`src/core/ccr_pkg.sv`:
```
// Constants for the configuration, identity and current offset registers.
// Assumes a command-code addressed register port driven by a bus engine.
package ccr_pkg;
   localparam logic [7:0]  CMD_APP_CODE  = 8'h46;
   localparam logic [7:0]  CMD_CFG_REV   = 8'h47;
   localparam logic [7:0]  CMD_OC_WARN   = 8'h4A;
   localparam logic [7:0]  CMD_OFS_A     = 8'h4C;
   localparam logic [7:0]  CMD_OFS_B     = 8'h4D;
   localparam logic [7:0]  CMD_OFS_SPARE = 8'h4E;
   localparam int          APP_REV_HI    = 15;
   localparam int          APP_REV_LO    = 12;
   localparam int          DIE_REV_HI    = 11;
   localparam int          DIE_REV_LO    = 8;
   localparam int          FW_REV_HI     = 7;
   localparam int          FW_REV_LO     = 0;
   localparam logic [3:0]  APP_REV_ENG   = 4'hE;
   localparam logic [3:0]  APP_REV_PROD  = 4'h0;
   localparam int          OC_WIDTH      = 10;
   localparam int          OFS_WIDTH     = 5;
   localparam int          OFS_A_MASK_W  = 15;
   localparam int          OFS_B_MASK_W  = 10;
   localparam int          OC_STATUS_BIT = 5;
   localparam logic [15:0] OC_WARN_MASK  = 16'h03FF;
   localparam logic [15:0] OFS_A_MASK    = 16'h7FFF;
   localparam logic [15:0] OFS_B_MASK    = 16'h03FF;
   localparam logic [15:0] APP_CODE_RST  = 16'h0000;
   localparam logic [15:0] CFG_REV_RST   = 16'hE000;
   localparam logic [15:0] OC_WARN_RST   = 16'h0000;
   localparam logic [15:0] OFS_RST       = 16'h0000;
endpackage

```
`src/core/ccr_ofs_add.sv`:
```
// Adds one signed five-bit balance offset to a sensed phase current.
// Assumes the sensed current is an unsigned code; the result saturates.
`timescale 1ns/100ps
module ccr_ofs_add
   import ccr_pkg::*;
#(
   parameter int CUR_W = 12
) (
   input  wire logic                 clk_i,
   input  wire logic                 rst_n_i,
   input  wire logic [OFS_WIDTH-1:0] ofs_i,
   input  wire logic [CUR_W-1:0]     cur_i,
   output logic      [CUR_W-1:0]     cur_o
);
   logic signed [CUR_W+1:0] sum;
   logic        [CUR_W-1:0] cur_d;

   // The offset is sign extended before the sum.
   always_comb begin
      sum = $signed({2'b00, cur_i})
          + {{(CUR_W+2-OFS_WIDTH){ofs_i[OFS_WIDTH-1]}}, ofs_i};
      if (sum < 0) begin
         cur_d = '0;
      end else if (sum[CUR_W]) begin
         cur_d = '1;
      end else begin
         cur_d = sum[CUR_W-1:0];
      end
   end

   always_ff @(posedge clk_i) begin
      if (!rst_n_i) begin
         cur_o <= '0;
      end else begin
         cur_o <= cur_d;
      end
   end
endmodule

```
`src/core/ccr_regs.sv`:
```
// Configuration code, revision, current warning and phase offset registers.
// Assumes a bus engine presents a command code with one-cycle write and
// read strobes, and that the sensed currents are synchronous to clk_i.
//
// Behaviour
// - Sixteen-bit read/write application configuration code register.
// - Revision bits 15:12 hold build revision; E engineering, 0 production.
// - Revision bits 11:8 hold die revision counting up from zero.
// - Revision low byte holds the firmware configuration revision.
// - Reserved bits ignore writes and read zero, spare register included.
// - Sensed output current above ten-bit threshold sets status bit five.
// - Threshold scale is one ampere per LSB, or two when selected.
// - First offset register: phases four, three, two in 5-bit fields.
// - Second offset register: phases six and five; bits 15:10 reserved.
// - Each signed offset is applied to its phase current in balancing.
`timescale 1ns/100ps
module ccr_regs
   import ccr_pkg::*;
#(
   parameter int CUR_W = 12
) (
   input  wire logic               clk_i,
   input  wire logic               rst_n_i,
   input  wire logic [7:0]         cmd_i,
   input  wire logic               wr_i,
   input  wire logic               rd_i,
   input  wire logic [15:0]        wdata_i,
   output logic      [15:0]        rdata_o,
   output logic                    rvalid_o,
   output logic                    hit_o,
   input  wire logic               current_scale_select_i,
   input  wire logic [CUR_W-1:0]   iout_amps_i,
   input  wire logic [CUR_W-1:0]   phase_cur_i [6],
   output logic      [CUR_W-1:0]   phase_cur_o [6],
   output logic                    oc_warn_o,
   output logic      [7:0]         output_current_status_o
);
   logic [15:0]            application_config_code_q;
   logic [15:0]            configuration_revision_q;
   logic [OC_WIDTH-1:0]    oc_thresh_q;
   logic [OFS_A_MASK_W-1:0] ofs_a_q;
   logic [OFS_B_MASK_W-1:0] ofs_b_q;
   logic                   oc_warn_q;
   logic [CUR_W:0]         thresh_amps;
   logic [OFS_WIDTH-1:0]   ofs_field [6];
   logic [15:0]            rdata_d;
   logic                   hit;

   function automatic logic known_cmd(input logic [7:0] c);
      return c == CMD_APP_CODE || c == CMD_CFG_REV || c == CMD_OC_WARN ||
             c == CMD_OFS_A || c == CMD_OFS_B || c == CMD_OFS_SPARE;
   endfunction

   assign hit   = known_cmd(cmd_i);
   assign hit_o = hit;

   always_ff @(posedge clk_i) begin
      if (!rst_n_i) begin
         application_config_code_q <= APP_CODE_RST;
      end else if (wr_i && cmd_i == CMD_APP_CODE) begin
         application_config_code_q <= wdata_i;
      end
   end

   // Build, die and firmware revisions share one word.
   always_ff @(posedge clk_i) begin
      if (!rst_n_i) begin
         configuration_revision_q <= CFG_REV_RST;
      end else if (wr_i && cmd_i == CMD_CFG_REV) begin
         configuration_revision_q <= wdata_i;
      end
   end

   // Only the threshold field is stored, so bits 15:10 stay zero.
   always_ff @(posedge clk_i) begin
      if (!rst_n_i) begin
         oc_thresh_q <= OC_WARN_RST[OC_WIDTH-1:0];
      end else if (wr_i && cmd_i == CMD_OC_WARN) begin
         oc_thresh_q <= wdata_i[OC_WIDTH-1:0];
      end
   end

   // The spare register has no storage at all.
   always_ff @(posedge clk_i) begin
      if (!rst_n_i) begin
         ofs_a_q <= OFS_RST[OFS_A_MASK_W-1:0];
         ofs_b_q <= OFS_RST[OFS_B_MASK_W-1:0];
      end else if (wr_i && cmd_i == CMD_OFS_A) begin
         ofs_a_q <= wdata_i[OFS_A_MASK_W-1:0];
      end else if (wr_i && cmd_i == CMD_OFS_B) begin
         ofs_b_q <= wdata_i[OFS_B_MASK_W-1:0];
      end
   end

   // Scale doubles the threshold in amperes when selected.
   assign thresh_amps = current_scale_select_i
                      ? (CUR_W+1)'({oc_thresh_q, 1'b0})
                      : (CUR_W+1)'(oc_thresh_q);

   // Warning is a level that follows the comparison.
   always_ff @(posedge clk_i) begin
      if (!rst_n_i) begin
         oc_warn_q <= 1'b0;
      end else begin
         oc_warn_q <= {1'b0, iout_amps_i} > thresh_amps;
      end
   end

   assign oc_warn_o = oc_warn_q;
   always_comb begin
      output_current_status_o = 8'h00;
      output_current_status_o[OC_STATUS_BIT] = oc_warn_q;
   end

   // Phase one carries no offset field.
   assign ofs_field[0] = '0;
   assign ofs_field[1] = ofs_a_q[4:0];
   assign ofs_field[2] = ofs_a_q[9:5];
   assign ofs_field[3] = ofs_a_q[14:10];
   assign ofs_field[4] = ofs_b_q[4:0];
   assign ofs_field[5] = ofs_b_q[9:5];

   for (genvar p = 0; p < 6; p++) begin : g_ph
      ccr_ofs_add #(
         .CUR_W (CUR_W)
      ) u_add (
         .clk_i   (clk_i),
         .rst_n_i (rst_n_i),
         .ofs_i   (ofs_field[p]),
         .cur_i   (phase_cur_i[p]),
         .cur_o   (phase_cur_o[p])
      );
   end

   always_comb begin
      unique case (cmd_i)
         CMD_APP_CODE: rdata_d = application_config_code_q;
         CMD_CFG_REV:  rdata_d = configuration_revision_q;
         CMD_OC_WARN:  rdata_d = 16'(oc_thresh_q);
         CMD_OFS_A:    rdata_d = 16'(ofs_a_q);
         CMD_OFS_B:    rdata_d = 16'(ofs_b_q);
         default:      rdata_d = 16'h0000;
      endcase
   end

   // Read data is registered; an unknown command reads zero.
   always_ff @(posedge clk_i) begin
      if (!rst_n_i) begin
         rdata_o  <= 16'h0000;
         rvalid_o <= 1'b0;
      end else begin
         rdata_o  <= rd_i ? rdata_d : rdata_o;
         rvalid_o <= rd_i;
      end
   end
endmodule

```
`config.mk`:
```
export PLATFORM = sky130hd
export DESIGN_NAME = ccr_regs
export DESIGN_NICKNAME = d
export VERILOG_FILES = /design/src/core/ccr_pkg.sv /design/src/core/ccr_ofs_add.sv /design/src/core/ccr_regs.sv
export SDC_FILE = /design/constraint.sdc
export NUM_CORES = 1
export LEC_CHECK = 0
export BUFFER_PORTS_ARGS = -buffer_cell sky130_fd_sc_hd__buf_2
export CAP_MARGIN = 10
export CORE_MARGIN = 2
export CORE_UTILIZATION = 45
export DETAILED_ROUTE_END_ITERATION = 12
export PLACE_DENSITY = 0.7
export SETUP_SLACK_MARGIN = 0.05
export SLEW_MARGIN = 20
export SYNTH_ARGS = -nofsm -noshare
export SYNTH_HDL_FRONTEND = slang
export SYNTH_SLANG_ARGS = --single-unit
```
`constraint.sdc`:
```
create_clock -name clk_i -period 5.55 [get_ports clk_i]
set_input_delay 1.11 -clock clk_i [delete_from_list [all_inputs] [get_ports clk_i]]
set_output_delay 1.11 -clock clk_i [all_outputs]
set_load 0.03 [all_outputs]
```
==> metrics.cfg, run 1 <==
[critical_path]
max_stage_delay_ns = 0.63
crit_type = in2out
cp_top_family = simple AND/OR/NAND/NOR gates
cp-start-kind = input pin
critPathBufInv = 2
critPathMaxFanout = 8
endpoint_kind = primary output
arrival_ns = 2.23
cp_slowest_cell = or4b_4
cpMostUsedCell = buf_2
path_cells = buf_2, or4b_4, a21oi_1, buf_2
required_ns = 4.44

[logic_synthesis]
yosys-top-cells-count = 157 x dfxtp_1, 93 x a21oi_1, 90 x nand2_1
synth_ff_type = dfxtp_1
avgSynthCellArea_um2 = 8.88
yosys-top-cells-area = dfxtp_1 35%, ha_1 11%, mux2i_1 6.1%, a21oi_1 5.2%, nand2_1 3.8%
syn_inst = 1004
synth_edf_count = 0
synth_top_area_share_pct = 35.3
ys_ff_latch = 157
synthesis.area_um2 = 8910
async_flop_share_pct = 0
ys_seq_area_share_pct = 35.3
yosys.area.top_type = dfxtp_1
synth.most_common_cell = dfxtp_1
ys_types = 58
ys_warn_count = 0

[clock_tree]
worstSkewPairLatency_ns = 0.42
clockBufferDepth = 2
cts_resized = 0
htreeDepth = 4
cts_tree = built
cts_setup_buffers = 0
cts_buffers = 17
cts.sink_count = 157
clkTransAtPathRegs_ns = 0.06
cts-root-buf = clkbuf_16
hold_buffers = 0

[placed_design]
dp_cells = 1423
gp_congestion = 0.897
port_buffers = 204
dp_hpwl_mm = 16.9

[global_routing]
grt_antenna_before_repair = 1
grt_max_degree = 43
track_usage_pct = 21.5
globalRouteOverflowTotal = 0
grt_pass1_vias = 7299
grt_pass1_wl_mm = 35.7

[min_path]
min_path_type = reg2reg

[die]
die_h_um = 145
dieArea_um2 = 20900
chipWidth_um = 145
core_um2 = 19500
row_count = 51
start_util_pct = 45.8
pin_count = 212

[timing]
tightest_slew_ns = 1.00
rsz0062_at_grt = no
drv_slew = 0
tns_ns = 0
relSlewSlack_pct = 31.2
holdWs_ns = 0.452
min_period_over_period_pct = 60.1
finClkSkew_ns = 0.00853
fin_crit_ns = 3.34
setup_viol = 0
final-hold-violation-count = 0
fmax_ghz = 0.300

[layout]
fin_nets = 1371
filler_cell_count = 1818
fin_cells = 1453
area_delta_synth_final_pct = 18.7
drive_above_1_share_pct = 20.5
ff_latch_area_um2 = 3140
multi_input_area_um2 = 5330

[status]
status = finished, final reports clean

[job]
max-cap-violations = 0

[drt]
drc = 0
routedWlPerCell_um = 15.7
first_iter_violations = 349
vias_per_cell = 5.49
firstDrtPassIters = 8
ant_nets = 0
vias = 7974
wirelength_mm = 22.8

[pwr]
p_per_area_nw_per_um2 = 253
ir_worst_vdd_mv = 0.203
p_leak_uw = 0.00479

[path summary, 6_finish.rpt]
check / from / end / slack (ns) / cells past startpoint
worst max-delay path: cmd_i[5] / hit_o / 2.21 / 4
worst min-delay path: application_config_code_q[15] / application_config_code_q[15] / 0.45 / 2
worst max register to register: ofs_a_q[14] / g_ph[3].u_add.cur_o[1] / 2.50 / 7
worst min register to register: application_config_code_q[15] / application_config_code_q[15] / 0.45 / 2
[final cells by class]
cell class                      instances  area share, %
Clock inverter                          6           1.04
Inverter                               38           1.35
Multi-Input combinational cell        757           50.4
Tap cell                              265           3.13
Antenna cell                            1         0.0236
Clock buffer                           23           4.61
Timing Repair Buffer                  206           9.79
Sequential cell                       157           29.7
[flip-flops by register name, summed over array words and instances (netlist names)]
signal and count:
configuration_revision_q 16, g_ph.u_add.cur_o 72, application_config_code_q 16, ofs_a_q 15, oc_thresh_q 10, oc_warn_o 1
rvalid_o 1, rdata_o 16, ofs_b_q 10
[per-stage QoR]
step / cell area [um^2] / util [%] / power (uW) / setup WS (ns)
2_1_floorplan: 8940 / - / 1400 / 2.13
3_3_place_gp: 9980 / 51.3 / 1510 / 2.05
3_5_place_dp: 9980 / 51.3 / 1510 / 2.02
4_1_cts: 10600 / 54.4 / 2700 / 2.20
5_1_grt: 10600 / 54.4 / 2780 / 2.14
6_report: 10600 / 54.4 / 2680 / 2.21
[placed cells by master, fill, tap and decap left out, types with 9 or more instances in the layout]
cell and instances:
o211ai_1 22, nand3_1 38, mux2i_1 54, a2bb2oi_1 13, a221oi_1 9, nor2_1 67, o2bb2ai_1 12, ha_1 76
nand2_1 90, dfxtp_1 157, and2_1 22, a21o_1 19, xnor2_1 21, nor2b_1 9, a21oi_1 93, o21a_1 12
o21ai_0 31, clkbuf_16 17, inv_1 37, a22oi_1 39, xor2_1 22, buf_2 204, or3_1 9
[worst register-to-register path: cells and delay by family, from the launching register on]
| kind | cells | cell delay (ns) |
|---|---|---|
| compound gates | 5 | 1.14 |
| fa+ha+maj | 1 | 0.40 |
| flops | 1 | 0.67 |
| mux | 1 | 0.78 |
[cell families after synthesis]
group,share of synthesized area [%]
DFF,35.3
adders and majority gates,11.8
muxes,6.06
AOI/OAI and AO/OA,22.9
and+or+nand+nor,14.5
other,0.0421
xor gates and xnor gates,4.23
buffers and inverters,5.21
[where the power goes]
group / switching, uW / total (uW) / internal (uW)
logic: 204 / 317 / 113
registers: 10.4 / 1170 / 1160
clock network: 442 / 1190 / 748
total: 656 / 2680 / 2020
[routing by layer]
| metal | up-vias | routed length [um] | track usage, % |
|---|---|---|---|
| li1 | 4012 | - | - |
| met1 | 3703 | 10200 | 27.3 |
| met2 | 231 | 10800 | 36.6 |
| met3 | 28 | 1310 | 4.97 |
| met4 | 0 | 362 | 5.93 |
| met5 | - | 0 | 0 |
Power figures use the tool's default switching activity.
==> inputs of run 2 (changes only) <==
- clock period: 5.55 -> 3.26 ns (I/O delays scaled with it)
==> metrics.cfg, run 2 (synthesis results as in run 1) <==
[critical_path]
worst-path-stages = 7  ; was 4
cp_top_family = compound AO/OA/AOI/OAI gates  ; was simple AND/OR/NAND/NOR gates
arrival_ns = 3.13  ; was 2.23 ns
crit_type = reg2reg  ; was in2out
critPathMaxFanout = 14  ; was 8
max_stage_delay_ns = 0.66  ; was 0.63 ns
reg2regPathDepth = 7  ; unchanged
critPathBufInv = 0  ; was 2
cp_slowest_cell = dfxtp_1  ; was or4b_4
required_ns = 3.60  ; was 4.44 ns
path_cells = ha_1, a21oi_1, nor2_1, a211oi_1, a31oi_1, or4_1, a2bb2oi_1  ; was buf_2, or4b_4, a21oi_1, buf_2
cp-start-kind = flip-flop  ; was input pin
endpoint_kind = flip-flop  ; was primary output

[timing]
holdWs_ns = 0.440  ; was 0.452 ns
drv_slew = 0  ; unchanged
tns_ns = 0  ; unchanged
rsz0062_at_grt = no  ; unchanged
relSlewSlack_pct = 38.3  ; was 31.2%
fmax_ghz = 0.359
min_period_over_period_pct = 85.4
setup_viol = 0  ; unchanged
finClkSkew_ns = 0.0105  ; was 0.00853 ns
fin_crit_ns = 2.79
final-hold-violation-count = 0  ; unchanged
tightest_slew_ns = 0.921  ; was 1.00 ns

[placed_design]
dp_hpwl_mm = 16.8  ; was 16.9 mm
port_buffers = 204  ; unchanged
dpl_cell_area_um2 = 10100  ; was 9980 um^2
gp_congestion = 0.876  ; was 0.897

[layout]
final_area_um2 = 10700  ; was 10600 um^2
fin_nets = 1390  ; was 1371
largest-register = g_ph.u_add.cur_o  ; unchanged
area_delta_synth_final_pct = 19.9  ; was 18.7%
drive_above_1_share_pct = 21.6  ; was 20.5%
largest_register_ffs = 72  ; unchanged
final_cell_mix = 204 x buf_2, 157 x dfxtp_1, 93 x a21oi_1  ; unchanged
mostFrequentLayoutCell = buf_2  ; unchanged

[clock_tree]
htreeDepth = 4  ; unchanged
worstSkewPairLatency_ns = 0.42  ; about the same
cts-root-buf = clkbuf_16  ; unchanged
cts_buffers = 17  ; unchanged
hold_buffers = 0  ; unchanged
clkTransAtPathRegs_ns = 0.06  ; about the same
cts.sink_count = 157  ; unchanged
cts_setup_buffers = 0  ; unchanged
cts_resized = 0  ; unchanged
clockBufferDepth = 2  ; unchanged
cts_tree = built  ; unchanged

[drt]
vias = 7966  ; was 7974
vias_per_cell = 5.41  ; was 5.49
first_iter_violations = 512  ; was 349
drc = 0  ; unchanged
ant_nets = 0  ; unchanged
wirelength_mm = 22.6  ; was 22.8 mm
routedWlPerCell_um = 15.3  ; was 15.7 um
firstDrtPassIters = 5  ; was 8

[global_routing]
grt_pass1_vias = 7317  ; was 7299
grt_antenna_before_repair = 2  ; was 1
globalRouteOverflowTotal = 0  ; unchanged
track_usage_pct = 21.5  ; about the same
grt_pass1_wl_mm = 35.9  ; was 35.7 mm
grt_max_degree = 39  ; was 43

[min_path]
hold_path_depth = 2  ; unchanged
min_path_type = in2reg  ; was reg2reg

[die]
die_h_um = 145  ; unchanged
pin_count = 212  ; unchanged
dieArea_um2 = 20900  ; unchanged
row_count = 51  ; unchanged
chipWidth_um = 145  ; unchanged
core_um2 = 19500  ; unchanged
start_util_pct = 45.8  ; unchanged

[status]
status = finished, final reports clean  ; unchanged

[job]
max-cap-violations = 0  ; unchanged

[pwr]
ir_worst_vdd_mv = 0.340  ; was 0.203 mV
p_per_area_nw_per_um2 = 415  ; was 253 nW/um^2
p_leak_uw = 0.00487  ; was 0.00479 uW

## run 2: area by class of cell
type	instances	area, um^2
antenna	1	2.50
clock buffer	23	468
clock inverter	7	90.1
fill	1821	8780
inverter	38	143
multi-input combinational	757	5330
sequential	157	3140
tap	265	332
timing repair buffer	225	1180
## run 2: where the power goes
part	internal [uW]	total [uW]	leakage (uW)	switching, uW
registers	1980	1990	0.00129	16.0
logic	195	543	0.00331	348
clock network	1160	1900	0.000269	748
## run 2: per-stage QoR
step           util [%]  setup WS [ns]  power [uW]  std cells
2_1_floorplan         -          0.637        2390       1010
3_3_place_gp       52.0          0.408        2570       1442
3_5_place_dp       52.0          0.395        2580       1442
4_1_cts            54.9          0.486        4490       1472
5_1_grt            54.9          0.218        4630       1473
6_report           54.9          0.474        4440       1473
## run 2: routing by layer
| layer | vias to the layer above | part of all wire, % | track usage [%] |
|---|---|---|---|
| met5 | - | 0.022 | 0 |
| met4 | 2 | 1.5 | 6.85 |
| met3 | 28 | 6.2 | 4.84 |
| met2 | 252 | 47 | 35.9 |
| met1 | 3648 | 46 | 27.7 |
| li1 | 4036 | - | - |
## run 2: worst reg2reg max path, stage by stage (launching register included)
cell       delay (ns)
dfxtp_1          0.66
ha_1             0.43
a21oi_1          0.21
nor2_1           0.07
a211oi_1         0.30
a31oi_1          0.15
or4_1            0.65
a2bb2oi_1        0.24
## run 2: worst paths after layout
kind / startpoint / endpoint / slack (ns)
hold / removal: phase_cur_i[62] / g_ph[0].u_add.cur_o[2] / 0.44
setup / recovery: ofs_a_q[9] / g_ph[2].u_add.cur_o[1] / 0.47
hold reg to reg: application_config_code_q[6] / application_config_code_q[6] / 0.45
setup reg to reg: ofs_a_q[9] / g_ph[2].u_add.cur_o[1] / 0.47
==> inputs of run 3 (changes only) <==
- RECOVER_POWER: not set -> 50
==> metrics.cfg, run 3 (synthesis results as in run 1) <==
[timing]
fin_crit_ns = 2.91  ; was 2.79 ns
min_period_over_period_pct = 89.2  ; was 85.4%
tns_ns = 0  ; unchanged
final-hold-violation-count = 0  ; unchanged
setup_viol = 0  ; unchanged
worst_slack_ns = 0.353  ; was 0.474 ns
holdWs_ns = 0.438  ; was 0.440 ns
relSlewSlack_pct = -12.9  ; was 38.3%
finClkSkew_ns = 0.00939  ; was 0.0105 ns
drv_slew = 39  ; was 0
tightest_slew_ns = 1.69  ; was 0.921 ns
fmax_ghz = 0.344  ; was 0.359 GHz
rsz0062_at_grt = no  ; unchanged

[status]
status = finished, violations left  ; was finished, final reports clean
violations = max-capacitance violations, max-slew violations

[critical_path]
cp_top_family = simple AND/OR/NAND/NOR gates  ; was compound AO/OA/AOI/OAI gates
cpMostUsedCell = nand2_1
reg2regPathDepth = 7  ; unchanged
arrival_ns = 3.13  ; about the same
path_cells = buf_2, or4b_1, nor3_4, clkbuf_1, nand2_1, nand2_1, a21oi_1  ; was ha_1, a21oi_1, nor2_1, a211oi_1, a31oi_1, or4_1, a2bb2oi_1
max_stage_delay_ns = 0.77  ; was 0.66 ns
crit_type = in2reg  ; was reg2reg
required_ns = 3.48  ; was 3.60 ns
endpoint_kind = flip-flop  ; unchanged
critPathBufInv = 2  ; was 0
critPathMaxFanout = 16  ; was 14
worst-path-stages = 7  ; unchanged
cp_slowest_cell = or4b_1  ; was dfxtp_1
cp-start-kind = input pin  ; was flip-flop

[clock_tree]
cts.sink_count = 157  ; unchanged
clockBufferDepth = 2  ; unchanged
clkTransAtPathRegs_ns = 0.06  ; about the same
hold_buffers = 0  ; unchanged
cts_tree = built  ; unchanged
cts_setup_buffers = 0  ; unchanged
htreeDepth = 4  ; unchanged
cts_buffers = 17  ; unchanged
cts-root-buf = clkbuf_16  ; unchanged
cts_resized = 0  ; unchanged
worstSkewPairLatency_ns = 0.42  ; about the same

[drt]
vias_per_cell = 5.42  ; was 5.41
first_iter_violations = 498  ; was 512
top_layer = met5  ; unchanged
wl_met3_mm = 1.39  ; was 1.40 mm
met2_length_mm = 10.6  ; was 10.5 mm
wl_met1_mm = 10.4  ; was 10.3 mm
firstDrtPassIters = 6  ; was 5
routedWlPerCell_um = 15.4  ; was 15.3 um
ant_nets = 0  ; unchanged
drc = 0  ; unchanged
vias = 7981  ; was 7966
wirelength_mm = 22.7  ; was 22.6 mm

[placed_design]
dp_hpwl_mm = 16.8  ; unchanged
pre_cts_slack_ns = 0.395  ; unchanged
gp_congestion = 0.876  ; unchanged
port_buffers = 204  ; unchanged

[global_routing]
grt_antenna_before_repair = 2  ; unchanged
track_usage_pct = 21.5  ; unchanged
grt_pass1_wl_mm = 35.9  ; unchanged
grt_pass1_vias = 7317  ; unchanged
grt_max_degree = 39  ; unchanged
globalRouteOverflowTotal = 0  ; unchanged

[layout]
filler_cell_count = 1867  ; was 1821
drive_above_1_share_pct = 13.5  ; was 21.6%
final_cell_mix = 157 x dfxtp_1, 112 x buf_2, 100 x clkbuf_1  ; was 204 x buf_2, 157 x dfxtp_1, 93 x a21oi_1
largest_register_ffs = 72  ; unchanged
largest-register = g_ph.u_add.cur_o  ; unchanged
area_delta_synth_final_pct = 18.3  ; was 19.9%
fin_nets = 1390  ; unchanged
post-route-util_pct = 54.2  ; was 54.9%
mostFrequentLayoutCell = dfxtp_1  ; was buf_2

[pwr]
p_leak_uw = 0.00451  ; was 0.00487 uW
ir_worst_vdd_mv = 0.340  ; about the same
p_per_area_nw_per_um2 = 420  ; was 415 nW/um^2

[job]
max-cap-violations = 1  ; was 0

[die]
pin_count = 212  ; unchanged
chipWidth_um = 145  ; unchanged
dieArea_um2 = 20900  ; unchanged
core_um2 = 19500  ; unchanged
row_count = 51  ; unchanged
die_h_um = 145  ; unchanged
start_util_pct = 45.8  ; unchanged

[min_path]
min_path_type = in2reg  ; unchanged
hold_path_depth = 2  ; unchanged

==> run 3: changes by cell type in the layout (fill, tap and decap cells not counted) <==
cell	before	now
buf_2	204	112
inv_1	37	38
inv_2	1	0
and2_0	0	3
or4b_1	0	1
buf_4	21	16
clkbuf_2	0	1
and2_1	22	19
clkbuf_1	4	100
or4b_4	1	0
==> run 3: path summary, 6_finish.rpt <==
kind,slack [ns],to,startpoint
max reg2reg,0.48,g_ph[2].u_add.cur_o[4],ofs_a_q[9]
min reg2reg,0.45,configuration_revision_q[1],configuration_revision_q[1]
max,0.35,configuration_revision_q[5],cmd_i[5]
min,0.44,g_ph[0].u_add.cur_o[2],phase_cur_i[62]
==> run 3: stage by stage <==
step | total power (uW) | instance area [um^2] | std cells
2_1_floorplan | 2390 | 8940 | 1010
3_3_place_gp | 2570 | 10100 | 1442
3_5_place_dp | 2580 | 10100 | 1442
4_1_cts | 4490 | 10700 | 1472
5_1_grt | 4620 | 10500 | 1473
6_report | 4430 | 10500 | 1473
==> run 3: where the power goes <==
part           switching, uW  internal (uW)  total (uW)
logic                    348            178         526
clock network            750           1160        1910
registers               17.7           1980        1990
total                   1120           3310        4430
==> run 3: area by class of cell <==
type | count | area (um^2) | area share [%]
Multi-Input combinational cell | 757 | 5330 | 50.5
Clock inverter | 7 | 90.1 | 0.854
Antenna cell | 1 | 2.50 | 0.0237
Inverter | 38 | 143 | 1.35
Clock buffer | 23 | 468 | 4.44
Sequential cell | 157 | 3140 | 29.8
Timing Repair Buffer | 225 | 1050 | 9.92
Tap cell | 265 | 332 | 3.14
==> run 3: routing by layer <==
layer | vias up | GRT usage (%)
met2 | 238 | 35.9
met1 | 3677 | 27.7
met3 | 28 | 4.84
li1 | 4036 | -
met5 | - | 0
met4 | 2 | 6.85
